### config.mk
export PLATFORM = sky130hd
export DESIGN_NAME = kii_top
export DESIGN_NICKNAME = d
export VERILOG_FILES = /design/src/hdl/kii_pkg.sv /design/src/hdl/kii_top.sv
export SDC_FILE = /design/constraint.sdc
export NUM_CORES = 1
export LEC_CHECK = 0
export ABC_CLOCK_PERIOD_IN_PS = 2100
export BUFFER_PORTS_ARGS = -buffer_cell sky130_fd_sc_hd__buf_2
export CAP_MARGIN = 20
export CORE_MARGIN = 5
export CORE_UTILIZATION = 45
export DETAILED_ROUTE_END_ITERATION = 12
export GPL_TIMING_DRIVEN = 0
export HOLD_SLACK_MARGIN = 0.12
export PLACE_DENSITY_LB_ADDON = 0.15
export REMOVE_ABC_BUFFERS = 1
export SETUP_SLACK_MARGIN = 0.15
export SYNTH_ARGS = -nofsm -noshare
export SYNTH_HDL_FRONTEND = slang
export SYNTH_SLANG_ARGS = --single-unit
### constraint.sdc
create_clock -name hclk -period 2.1 [get_ports hclk]
set_input_delay 0.21 -clock hclk [delete_from_list [all_inputs] [get_ports hclk]]
set_output_delay 0.21 -clock hclk [all_outputs]
set_load 0.01 [all_outputs]
### src/hdl/kii_pkg.sv
// Notes on behaviour
// - Level mode: valid edge raises key request
// - Level mode: request follows enabled active levels
// - Level mode: held level masks further edges
// - Flag mode: edge latches channel flag, requests
// - Flag mode: clearing flag drops request
// - Flag mode: one interrupt per valid edge
// - Remaining flag re-raises request one clock later
// - Active flagless input re-raises after last clear
// - Released flagless input gives no interrupt
// - Pending flag cleared by acknowledge or software
// - Polarity bit: 0 falling, 1 rising
// - Enable bit 1 detects, 0 ignores input
// - Flag write: 1 ignored, 0 clears
package kii_pkg;

  // ==========================================================
  // Register map (byte offsets)
  localparam logic [7:0] OFS_CTRL = 8'h00;
  localparam logic [7:0] OFS_ENABLE = 8'h04;
  localparam logic [7:0] OFS_FLAG = 8'h08;
  localparam logic [7:0] OFS_PEND = 8'h0C;
  localparam logic [7:0] OFS_MASK = 8'h10;
  localparam logic [7:0] OFS_LEVEL = 8'h14;

  // ==========================================================
  // Field positions
  localparam int MODE_BIT = 7;
  localparam int POL_BIT = 0;
  localparam int PEND_BIT = 0;
  localparam int MASK_BIT = 0;
  localparam int LVL_REQ_BIT = 16;

  // ==========================================================
  // Values after reset
  localparam logic CTRL_MODE_RST = 1'b0;
  localparam logic CTRL_POL_RST = 1'b0;
  localparam logic MASK_RST = 1'b0;
  localparam logic [9:0] ENABLE_RST = 10'h000;
  localparam logic [5:0] FLAG_RST = 6'h00;

  // ==========================================================
  // Channel counts
  localparam int KEY_CHANNELS = 10;
  localparam int FLAG_CHANNELS = 6;

  // ==========================================================
  // AHB encodings
  localparam logic [2:0] HSIZE_BYTE = 3'h0;
  localparam logic [2:0] HSIZE_HALF = 3'h1;
  localparam logic HRESP_OKAY = 1'b0;

endpackage

### src/hdl/kii_top.sv
`timescale 1ns/1ps
module kii_top #(
  parameter int NCH = kii_pkg::KEY_CHANNELS,
  parameter int NFLAG = kii_pkg::FLAG_CHANNELS
) (
  input wire logic hclk,
  input wire logic hresetn,
  input wire logic hsel,
  input wire logic [31:0] haddr,
  input wire logic [1:0] htrans,
  input wire logic hwrite,
  input wire logic [2:0] hsize,
  input wire logic [31:0] hwdata,
  input wire logic hready,
  output logic [31:0] hrdata,
  output logic hreadyout,
  output logic hresp,
  input wire logic [NCH-1:0] key_input_pins,
  input wire logic irq_ack,
  output logic key_irq,
  output logic irq
);

  // ==========================================================
  // Elaboration checks
  if (NFLAG < 1 || NFLAG >= NCH || NCH > 16) begin : g_bad
    $error("kii_top: need 1 <= NFLAG < NCH <= 16");
  end

  // ==========================================================
  // State
  typedef struct packed {
    logic [NCH-1:0] sync1;
    logic [NCH-1:0] sync2;
    logic [NCH-1:0] prev;
    logic mode;
    logic pol;
    logic [NCH-1:0] en;
    logic [NFLAG-1:0] flags;
    logic key_irq;
    logic pend;
    logic mask;
    logic irq;
    logic wr_act;
    logic [7:0] wr_addr;
    logic [3:0] wr_be;
    logic [31:0] rdata;
    logic ready;
    logic resp;
  } kii_state_t;

  kii_state_t st_reg;
  kii_state_t st_next;

  logic [NCH-1:0] rise;
  logic [NCH-1:0] fall;
  logic [NCH-1:0] edg;
  logic [NCH-1:0] act;
  logic [NFLAG-1:0] hit;
  logic [NFLAG-1:0] flag_clr;
  logic [31:0] wmask;
  logic pend_w1c;
  logic clr_ev;
  logic upper;
  logic lvl;
  logic pend_set;
  logic addr_ok;

  function automatic logic [3:0] lane_en(
    input logic [2:0] sz,
    input logic [1:0] a
  );
    logic [3:0] r;
    r = 4'hF;
    if (sz == kii_pkg::HSIZE_BYTE) begin
      r = 4'(4'h1 << a);
    end else if (sz == kii_pkg::HSIZE_HALF) begin
      r = a[1] ? 4'hC : 4'h3;
    end
    return r;
  endfunction

  // ==========================================================
  // Next state
  always_comb begin
    st_next = st_reg;
    flag_clr = '0;
    pend_w1c = 1'b0;
    // Two-flop synchroniser, edges compare sync2 to prev
    st_next.sync1 = key_input_pins;
    st_next.sync2 = st_reg.sync1;
    st_next.prev = st_reg.sync2;
    rise = st_reg.sync2 & ~st_reg.prev;
    fall = ~st_reg.sync2 & st_reg.prev;
    edg = st_reg.pol ? rise : fall;
    act = st_reg.pol ? st_reg.sync2 : ~st_reg.sync2;
    hit = edg[NFLAG-1:0] & st_reg.en[NFLAG-1:0];
    wmask = {{8{st_reg.wr_be[3]}}, {8{st_reg.wr_be[2]}},
             {8{st_reg.wr_be[1]}}, {8{st_reg.wr_be[0]}}};

    // Write data phase
    if (st_reg.wr_act) begin
      case (st_reg.wr_addr)
        kii_pkg::OFS_CTRL: begin
          if (st_reg.wr_be[0]) begin
            st_next.mode = hwdata[kii_pkg::MODE_BIT];
            st_next.pol = hwdata[kii_pkg::POL_BIT];
          end
        end
        kii_pkg::OFS_ENABLE: begin
          st_next.en = (st_reg.en & ~wmask[NCH-1:0])
                     | (hwdata[NCH-1:0] & wmask[NCH-1:0]);
        end
        kii_pkg::OFS_FLAG: begin
          // Only zeros act, so ones leave other flags alone
          if (st_reg.wr_be[0]) begin
            flag_clr = ~hwdata[NFLAG-1:0];
          end
        end
        kii_pkg::OFS_PEND: begin
          if (st_reg.wr_be[0]) begin
            pend_w1c = hwdata[kii_pkg::PEND_BIT];
          end
        end
        kii_pkg::OFS_MASK: begin
          if (st_reg.wr_be[0]) begin
            st_next.mask = hwdata[kii_pkg::MASK_BIT];
          end
        end
        default: begin
        end
      endcase
    end

    // A new edge in the clearing cycle keeps its flag
    st_next.flags = (st_reg.flags & ~flag_clr)
                  | (st_reg.mode ? hit : '0);
    clr_ev = st_reg.mode && |(st_reg.flags & flag_clr);
    // Flagless channels count only while still held active
    upper = |(act[NCH-1:NFLAG]
            & st_reg.en[NCH-1:NFLAG]);
    lvl = |(act & st_reg.en);
    if (st_reg.mode) begin
      // Forced low in the clear cycle so any leftover
      // source gives a fresh edge one clock later
      st_next.key_irq = (|st_next.flags | upper)
                      & ~clr_ev;
    end else begin
      // No flags here: software must poll the pin levels
      st_next.key_irq = lvl;
    end

    // Controller pending flag: set wins over clear
    pend_set = st_next.key_irq & ~st_reg.key_irq;
    st_next.pend = pend_set
                 | (st_reg.pend & ~irq_ack & ~pend_w1c);
    st_next.irq = st_next.pend & st_next.mask;

    // Address phase
    // Zero wait states: a read answers in its own data phase
    addr_ok = hsel && htrans[1] && hready;
    st_next.wr_act = addr_ok && hwrite;
    st_next.wr_addr = haddr[7:0];
    st_next.wr_be = lane_en(hsize, haddr[1:0]);
    st_next.rdata = '0;
    if (addr_ok && !hwrite) begin
      case ({haddr[7:2], 2'b00})
        kii_pkg::OFS_CTRL: begin
          st_next.rdata[kii_pkg::MODE_BIT] = st_reg.mode;
          st_next.rdata[kii_pkg::POL_BIT] = st_reg.pol;
        end
        kii_pkg::OFS_ENABLE: begin
          st_next.rdata[NCH-1:0] = st_reg.en;
        end
        kii_pkg::OFS_FLAG: begin
          st_next.rdata[NFLAG-1:0] = st_reg.flags;
        end
        kii_pkg::OFS_PEND: begin
          st_next.rdata[kii_pkg::PEND_BIT] = st_reg.pend;
        end
        kii_pkg::OFS_MASK: begin
          st_next.rdata[kii_pkg::MASK_BIT] = st_reg.mask;
        end
        kii_pkg::OFS_LEVEL: begin
          st_next.rdata[NCH-1:0] = st_reg.sync2;
          st_next.rdata[kii_pkg::LVL_REQ_BIT] = st_reg.key_irq;
        end
        default: begin
        end
      endcase
    end
    st_next.ready = 1'b1;
    st_next.resp = kii_pkg::HRESP_OKAY;
  end

  // ==========================================================
  // Registers
  always_ff @(posedge hclk or negedge hresetn) begin
    if (!hresetn) begin
      // Synchroniser resets low, so a pin high at reset can
      // look like a rising edge a few cycles after release
      st_reg <= '0;
      st_reg.mode <= kii_pkg::CTRL_MODE_RST;
      st_reg.pol <= kii_pkg::CTRL_POL_RST;
      st_reg.en <= NCH'(kii_pkg::ENABLE_RST);
      st_reg.flags <= NFLAG'(kii_pkg::FLAG_RST);
      st_reg.mask <= kii_pkg::MASK_RST;
      st_reg.ready <= 1'b1;
      st_reg.resp <= kii_pkg::HRESP_OKAY;
    end else begin
      st_reg <= st_next;
    end
  end

  assign hrdata = st_reg.rdata;
  assign hreadyout = st_reg.ready;
  assign hresp = st_reg.resp;
  assign key_irq = st_reg.key_irq;
  assign irq = st_reg.irq;

  logic [NFLAG-1:0] flags_q;
  logic [NFLAG-1:0] flags_nx;
  logic mode_q;
  logic flag_wr_ones;
  assign flags_q = st_reg.flags;
  assign flags_nx = st_next.flags;
  assign mode_q = st_reg.mode;
  assign flag_wr_ones = st_reg.wr_act && st_reg.wr_be[0]
                     && st_reg.wr_addr == kii_pkg::OFS_FLAG
                     && &hwdata[NFLAG-1:0];
endmodule

# --- After elaboration in Yosys (flattened, before gate mapping) ---
# Cells that the tools add are included.
totals:
  register_bits: 70
  in_bits: 85
  out_inout_bits: 36
  wordCells: 92
op_classes:
  eq_ne: 10
  n_shift: 1
  mux: 24
  n_bitwise: 27
  reduce_logical: 15
ops:
  columns: ["op", "count"]
  rows:
  - ["$and A10 B10 Y10", 3]
  - ["$and A6 B6 Y6", 5]
  - ["$mux W6", 5]
  - ["$mux W10", 2]
  - ["$not A10 Y10", 2]
  - ["$not A6 Y6", 3]
  - ["$eq A8 B4 Y1 const B", 2]
  - ["$pmux W5 S3", 1]
  - ["$eq A6 B2 Y1 const B", 2]
  - ["$eq A6 B3 Y1 const B", 2]
  - ["$reduce_or A6 Y1", 2]
  - ["$or A10 B10 Y10", 1]
  - ["$reduce_or A10 Y1", 1]
  - ["$mux W1", 9]
  - ["$eq A8 B3 Y1 const B", 1]
  - ["$eq A8 B5 Y1 const B", 1]
  - ["$logic_not A8 Y1", 1]
  - ["$eq A6 B1 Y1 const B", 1]
  - ["$logic_not A6 Y1", 1]
  - ["$mux W2", 3]
  - ["$or A6 B6 Y6", 1]
  - ["$pmux W1 S6", 1]
  - ["$and A1 B1 Y1", 5]
  - ["$logic_and A1 B1 Y1", 5]
  - ["13 further kinds", 17]

# --- Logic depth before layout (Yosys ltp) ---
# Gate-level depths: netlist (run 1).
depth:
  ltp_word: 14
  depth_mapped: 9
  depth_no_buf: 6

# --- Worst setup path after synthesis (run 1) ---
# Ideal clock, no wire load.
synth_path:
  kind: "reg2reg"
  startpoint: "reg st_reg[67] (netlist bit)"
  endpoint: "reg st_reg (netlist bit irq)"
  setup_time_ns: 0.136
  arrival_ns: 1.682
  t_required_ns: 1.964
  setup_slack_ns: 0.282
  path_stages_with_launch: 9
  n_path_buf: 2
  synth_period_minus_slack_ns: 1.818
  path_cell_list: "dfrtp_1 -> buf_4 -> buf_8 -> xnor2_1 -> a22o_1 -> a221oi_1 -> nand3_1 -> nor4_4 -> o211ai_1"
synth_rtl:
  columns: ["element", "line", "rtl"]
  rows:
  - ["start, declared", "kii_top.sv:52", "kii_state_t st_reg;"]
  - ["start signal, assigned", "kii_top.sv:211", "st_reg <= st_next;"]

==> summary.md, run 1 <==
| Metric | Value |
|---|---|
| Outcome | complete, no violations |
| Final Net Count | 422 |
| Yosys Warn Count | 0 |
| Crit path buf inv count | 1 |
| Slew margin rel. | 43.32% |
| WL per Instance | 15.09 um |
| Final WL | 6369 um |
| Rows | 30 |
| Number of global-route vias before repair | 2164 |
| Syn Std Cell Area | 3107 um2 |
| Minimum clock period | 2.053 ns |
| Max-slew violations | 0 |
| Core Footprint | 6756 um2 |
| Fmax | 487.1 MHz |
| Worst Path Arrival | 2.27 ns |
| Drc violations | 0 |
| Post-synth cell types | 40 |
| Gr usage total | 16.15% |
| Gr ovfl total | 0 |
| Biggest area consumer among synthesized cells | dfrtp_1 |
| Ys async rst share | 100.0% |
| Tcrit/Tclk final | 97.77% |
| Placed inst area | 3241 um2 |
| Critical Path Sink Type | register |
| Drt first pass iters | 4 |
| Worst path required time | 2.31 ns |
| Port Buffer Count | 50 |
| Clock tree buffer depth | 2 |
| Leakage | 1.752 nW |
| RSZ-0062 raised after global routing | true |
| Gpl congestion | 0.8183 |
| Worst VDD drop | 0.4670 mV |
| Startpoint types | register |
| Die W | 93.09 um |
| CP Max Fanout | 5 |
| Initial Util | 45.98% |
| Top cell type's share of synthesized area | 56.38% |
| Final ANT Viol Nets | 0 |
| CTS tree | done |
| Final Hold Fails | 0 |
| Commonest non-fill, non-tap cell in the layout | dfrtp_1 |
| Area contributors post-synth | dfrtp_1 56%, buf_4 8.5%, mux2_2 6.2%, xnor2_1 2.8%, nor2_1 2.7% |
| Die Y | 93.09 um |
| Htree depth | 3 |
| Post-route setup slack | 0.04689 ns |
| Cell count after synthesis | 264 |
| Initial antenna violation count | 0 |
| Worst-path clk slew | 0.07 ns |
| WS Path Type | reg2reg |
| Worst Hold Class | in2reg |
| Synthesized area per cell | 11.77 um2 |
| Vias/cell | 4.910 |
| Num CTS Buffers | 9 |
| Layout cells sized above 1 | 30.41% |
| Final Skew | 0.005112 ns |
| IO Count | 121 |
| # clock sinks | 70 |
| Clk Tree Root Cell | clkbuf_8 |
| # diodes | 0 |
| Post-synth EDFFs | 0 |
| Clk_lat worst skew | 0.34 ns |
| Initial DRC count | 67 |
| Max incr delay on CP | 0.39 ns |
| Max cap viols | 0 |
| Register bit total from synthesis | 70 |
| Post-place setup slack | -0.5353 ns |
| Crit-path slowest cell | dfrtp_1 |
| Via count | 2072 |
| P&R area growth vs syn | 21.63% |
| Fin area | 3779 um2 |
| Fill cells | 592 |
| Die area | 8666 um2 |
| CP cell instances | nor4b_4 -> buf_4 -> nand4_1 -> a32o_2 -> nand4bb_4 -> nor4_4 -> o211ai_1 |
| Largest net degree at the start of global routing | 71 |
| Commonest cells after routing, fill and taps aside | 69 x dfrtp_1, 49 x buf_2, 26 x dlygate4sd3_1 |
| Seq/Total Area, Yosys | 56.38% |
| CP delay by family, top | simple AND/OR/NAND/NOR gates |
| Hpwl dp | 4170 um |
| PwrDens | 693.2 nW/um2 |
| Ys flop type | dfrtp_1 |
| # setup viols final | 0 |
| Worst slew pin tran | 0.8501 ns |
| Global-route wire length before repair | 10530 um |
## repair_timing
item	in CTS	in global routing
setup buffers	5	1
hold buffers	26	0
gates resized for setup	5	8
cloned	0	0
pin swaps	1	8
endpoints found under the hold margin	96	0
endpoints found under the setup margin	11	19
## layout make-up
class,count,area [um2],area share [%]
clock buffer,10,137.6,3.642
clock inverter,6,37.54,0.9934
inverter,8,30.03,0.7947
multi-input combinational,166,1156,30.60
sequential,70,1755,46.46
tap,80,100.1,2.649
timing repair buffer,82,561.8,14.87
## Yosys cell counts (2+ instances only)
master    count
dfrtp_1      70
buf_4        35
nor2_1       22
mux2_2       17
nand2_1      12
xnor2_1      10
a22oi_1       8
inv_1         8
nand2b_1      8
o21ai_0       8
mux2i_1       7
o22ai_1       7
nand3_1       6
clkbuf_1      4
nand4_1       4
nor2b_1       4
nor3_1        3
nor3b_1       3
o21ai_1       3
a21oi_1       2
a32o_1        2
conb_1        2
or3_1         2
## logic make-up after synthesis
kind of cell,synth area share (%)
xor+xnor,2.819
simple gates,12.97
other cells,0.2417
buf+inv,10.55
mux,9.142
compound gates,7.894
flops,56.38
## path summary, 6_finish.rpt
| kind | to | startpoint | cells after the start | slack [ns] |
|---|---|---|---|---|
| hold / removal | register | hwdata[2] | 2 | 0.14 |
| setup reg to reg | irq$_DFF_PN0_ | st_reg[45]$_DFF_PN0_ | 7 | 0.05 |
| min in group asynchronous | st_next[84]$_DFF_PN0_ | hresetn | 2 | 0.51 |
| setup / recovery | irq$_DFF_PN0_ | st_reg[45]$_DFF_PN0_ | 7 | 0.05 |
| max in group asynchronous | st_reg[67]$_DFFE_PN0P_ | hresetn | 2 | 0.95 |
| hold reg to reg | st_next[75]$_DFF_PN0_ | st_next[85]$_DFF_PN0_ | 0 | 0.34 |
## metrics by stage
stage	setup TNS [ns]	hold slack, ns	util [%]	instances	power (W)
CTS	0	0.1212	55.24	421	0.002657
detailed placement	-1.470	0.3193	47.96	374	0.001654
global placement	-1.272	0.3173	47.93	374	0.001649
finish	0	0.1408	55.93	422	0.002619
global route	-0.2855	0.1377	55.93	422	0.002748
floorplan	0	-0.08559	-	244	0.001552
## routing by layer
metal | GRT usage (%) | wire [um]
met1 | 19.99 | 2750
met2 | 26.39 | 3102
met3 | 3.620 | 370
met4 | 8.425 | 146
met5 | 0 | 0
## where the power goes
| group | switching, W | internal, W | total, W |
|---|---|---|---|
| logic | 0.000118 | 0.000116 | 0.000234 |
| registers | 0.0000372 | 0.00140 | 0.00144 |
| clock network | 0.000496 | 0.000453 | 0.000949 |
| total | 0.000651 | 0.00197 | 0.00262 |
(Power assumes the default switching activity.)
==> run 2, diff against run 1 <==
BUFFER_PORTS_ARGS = -buffer_cell sky130_fd_sc_hd__buf_4   (was -buffer_cell sky130_fd_sc_hd__buf_2)
==> run 2 against run 1 <==
Net effect: sequential cell count is the same; combinational power increased by 13%; sequential power barely moved; die area did not move; clock power up 36%; largest cell class unchanged; clock skew rose by 0.0020 ns; sequential share of layout area shrank 2.9 points; global-route usage barely moved; total power is 14% higher; core utilization grew 3.7 points.
==> summary.md, run 2 (synthesized netlist as in run 1, its figures left out) <==
| Metric | Value |
|---|---|
| Outcome | complete, no violations |
| RSZ-0062 raised after global routing | true |
| Core Footprint | 6756 um2 (unchanged) |
| Psw | 0.0006634 W (+1.9%) |
| Gpl congestion | 0.8193 (+0.12%) |
| Final WL | 6603 um (+3.7%) |
| Drc violations | 0 (unchanged) |
| Minimum clock period | 2.042 ns (-0.01131 ns) |
| Worst VDD drop | 0.5661 mV (+21%) |
| Initial DRC count | 62 (-7.5%) |
| # clock sinks | 70 (unchanged) |
| Worst-path clk slew | 0.07 ns (about the same) |
| Worst slew pin tran | 0.8616 ns (+0.01142 ns) |
| Global-route wire length before repair | 10740 um (+2.0%) |
| Crit-path slowest cell | dfrtp_1 |
| Min-delay src | hsize[0] |
| Number of global-route vias before repair | 2222 (+2.7%) |
| Gr ovfl total | 0 (unchanged) |
| Gr usage total | 16.18% (+0.035 points) |
| Slew margin rel. | 42.56% (-0.76 points) |
| Vias/cell | 5.019 (+2.2%) |
| CP delay by family, top | simple AND/OR/NAND/NOR gates |
| Leakage | 1.840 nW (+5.0%) |
| Switching Share | 22.20% (-2.6 points) |
| Initial Util | 45.98% (unchanged) |
| Final ANT Viol Nets | 0 (unchanged) |
| Critical Path Sink Type | register |
| Crit path buf inv count | 1 (unchanged) |
| R2R setup slack | 0.06 ns (about the same) |
| Largest net degree at the start of global routing | 71 (unchanged) |
| # setup viols final | 0 (unchanged) |
| Clk_lat worst skew | 0.34 ns (about the same) |
| Final Skew | 0.007071 ns (+0.001959 ns) |
| Post-place setup slack | -0.4970 ns (+0.03829 ns) |
| Die W | 93.09 um (unchanged) |
| Clk Tree Root Cell | clkbuf_8 |
| # diodes | 0 (unchanged) |
| WL per Instance | 15.43 um (+2.2%) |
| Drt first pass iters | 4 (unchanged) |
| Startpoint types | register |
| Worst Hold Class | in2reg |
| Hold Crit Endpoint | st_reg[34]$_DFF_PN0_ |
| Gate power share | 8.9% (about the same) |
| Reg2reg path depth | 7 (unchanged) |
| Rows | 30 (unchanged) |
| Hpwl dp | 4169 um (about the same) |
| Commonest cells after routing, fill and taps aside | 69 x dfrtp_1, 56 x buf_4, 31 x dlygate4sd3_1 |
| Hold Crit Depth | 3 (+1) |
| Die Y | 93.09 um (unchanged) |
| Num CTS Buffers | 9 (unchanged) |
| Post-route setup slack | 0.05819 ns (+0.01131 ns) |
| Fmax | 489.8 MHz (+0.55%) |
| Commonest non-fill, non-tap cell in the layout | dfrtp_1 |
| Tcrit/Tclk final | 97.23% (-0.54 points) |
| Clk pwr share | 43.0% (+6.8 points) |
| CP Max Fanout | 4 (-1) |
| FF+latch area | 1755 um2 (unchanged) |
| PwrDens | 741.6 nW/um2 (+7.0%) |
| Max cap viols | 0 (unchanged) |
| Max incr delay on CP | 0.39 ns (about the same) |
| Fill cells | 563 (-4.9%) |
| IO Count | 121 (unchanged) |
| Worst Path Arrival | 2.26 ns (about the same) |
| Initial antenna violation count | 0 (unchanged) |
| Reg2reg start | st_reg[45]$_DFF_PN0_ |
| Layout cells sized above 1 | 29.60% (-0.81 points) |
| P&R area growth vs syn | 29.68% |
| Htree depth | 3 (unchanged) |
| CP cell instances | nor4b_4 -> buf_4 -> nand4_1 -> a32o_1 -> nand4bb_4 -> nor4_4 -> o211ai_1 |
| Multi-input logic area | 1156 um2 (unchanged) |
| CTS tree | done |
| Final core utilization | 59.63% (+3.7 points) |
| R2R Path End | irq$_DFF_PN0_ |
| P_int | 0.002324 W (+18%) |
| Via count | 2148 (+3.7%) |
| Max-slew violations | 0 (unchanged) |
| WS Path Type | reg2reg |
| Seq pwr share | 48.1% (-6.7 points) |
| Final Hold Fails | 0 (unchanged) |
| Clock tree buffer depth | 2 (unchanged) |
| Worst path required time | 2.31 ns (about the same) |
| Die area | 8666 um2 (unchanged) |
| Port Buffer Count | 50 (unchanged) |
| Final Net Count | 428 (+1.4%) |
## run 2: area by class of cell
type	instances	area share (%)
flip-flops and latches	70	43.57
multi-input cells	166	28.70
repair buffers	88	18.63
clock buffers	9	3.075
clock inverters	7	2.795
well taps	80	2.484
inverters	8	0.7453
## run 2: power by group through the flow
stage               Clock [W]  Combinational [W]  Sequential, W
floorplan                   0          0.0000984        0.00145
global placement            0           0.000209        0.00146
detailed placement          0           0.000212        0.00146
CTS                   0.00132           0.000263        0.00144
global route          0.00138           0.000294        0.00144
finish                0.00129           0.000265        0.00144
## run 2: worst max path at each step
stage,cells past startpoint,startpoint,slack [ns],endpoint
6_report,7,st_reg[45]$_DFF_PN0_,0.06,irq$_DFF_PN0_
4_1_cts,7,st_reg[44]$_DFF_PN0_,0.13,irq$_DFF_PN0_
5_1_grt,7,st_reg[45]$_DFF_PN0_,-0.03,irq$_DFF_PN0_
3_3_place_gp,6,st_reg[67]$_DFFE_PN0P_,-0.46,irq$_DFF_PN0_
2_1_floorplan,6,st_reg[67]$_DFFE_PN0P_,0.03,irq$_DFF_PN0_
3_5_place_dp,6,st_reg[67]$_DFFE_PN0P_,-0.50,irq$_DFF_PN0_
## run 2: metal layers
metal	GRT usage [%]	up-vias	routed length, um
li1	-	1014	-
met1	20.67	1051	2876
met2	25.91	71	3182
met3	4.344	12	408
met4	6.960	0	136
met5	0	-	0
## run 2: what timing repair did
item / CTS / global route
hold buffers: 31 / 0
endpoints found under the setup margin: 11 / 7
setup buffers: 6 / 1
hold endpoints to repair: 103 / 0
pin swaps: 2 / 5
resized for setup: 5 / 7
## run 2: tightest hold or removal path, stage by stage
cell	delay (ns)
buf_4	0.08
nor2b_1	0.03
o21ai_0	0.13
## run 2: per-stage QoR
stage	hold WS, ns	cell area (um2)	setup TNS, ns	total power (W)	cells
2_1_floorplan	-0.08559	2888	0	0.001552	244
4_1_cts	0.1285	3983	0	0.003021	427
6_report	0.1479	4029	0	0.002988	428
3_5_place_dp	0.3203	3363	-1.379	0.001674	374
3_3_place_gp	0.3190	3363	-1.254	0.001670	374
5_1_grt	0.1468	4029	-0.04483	0.003116	428
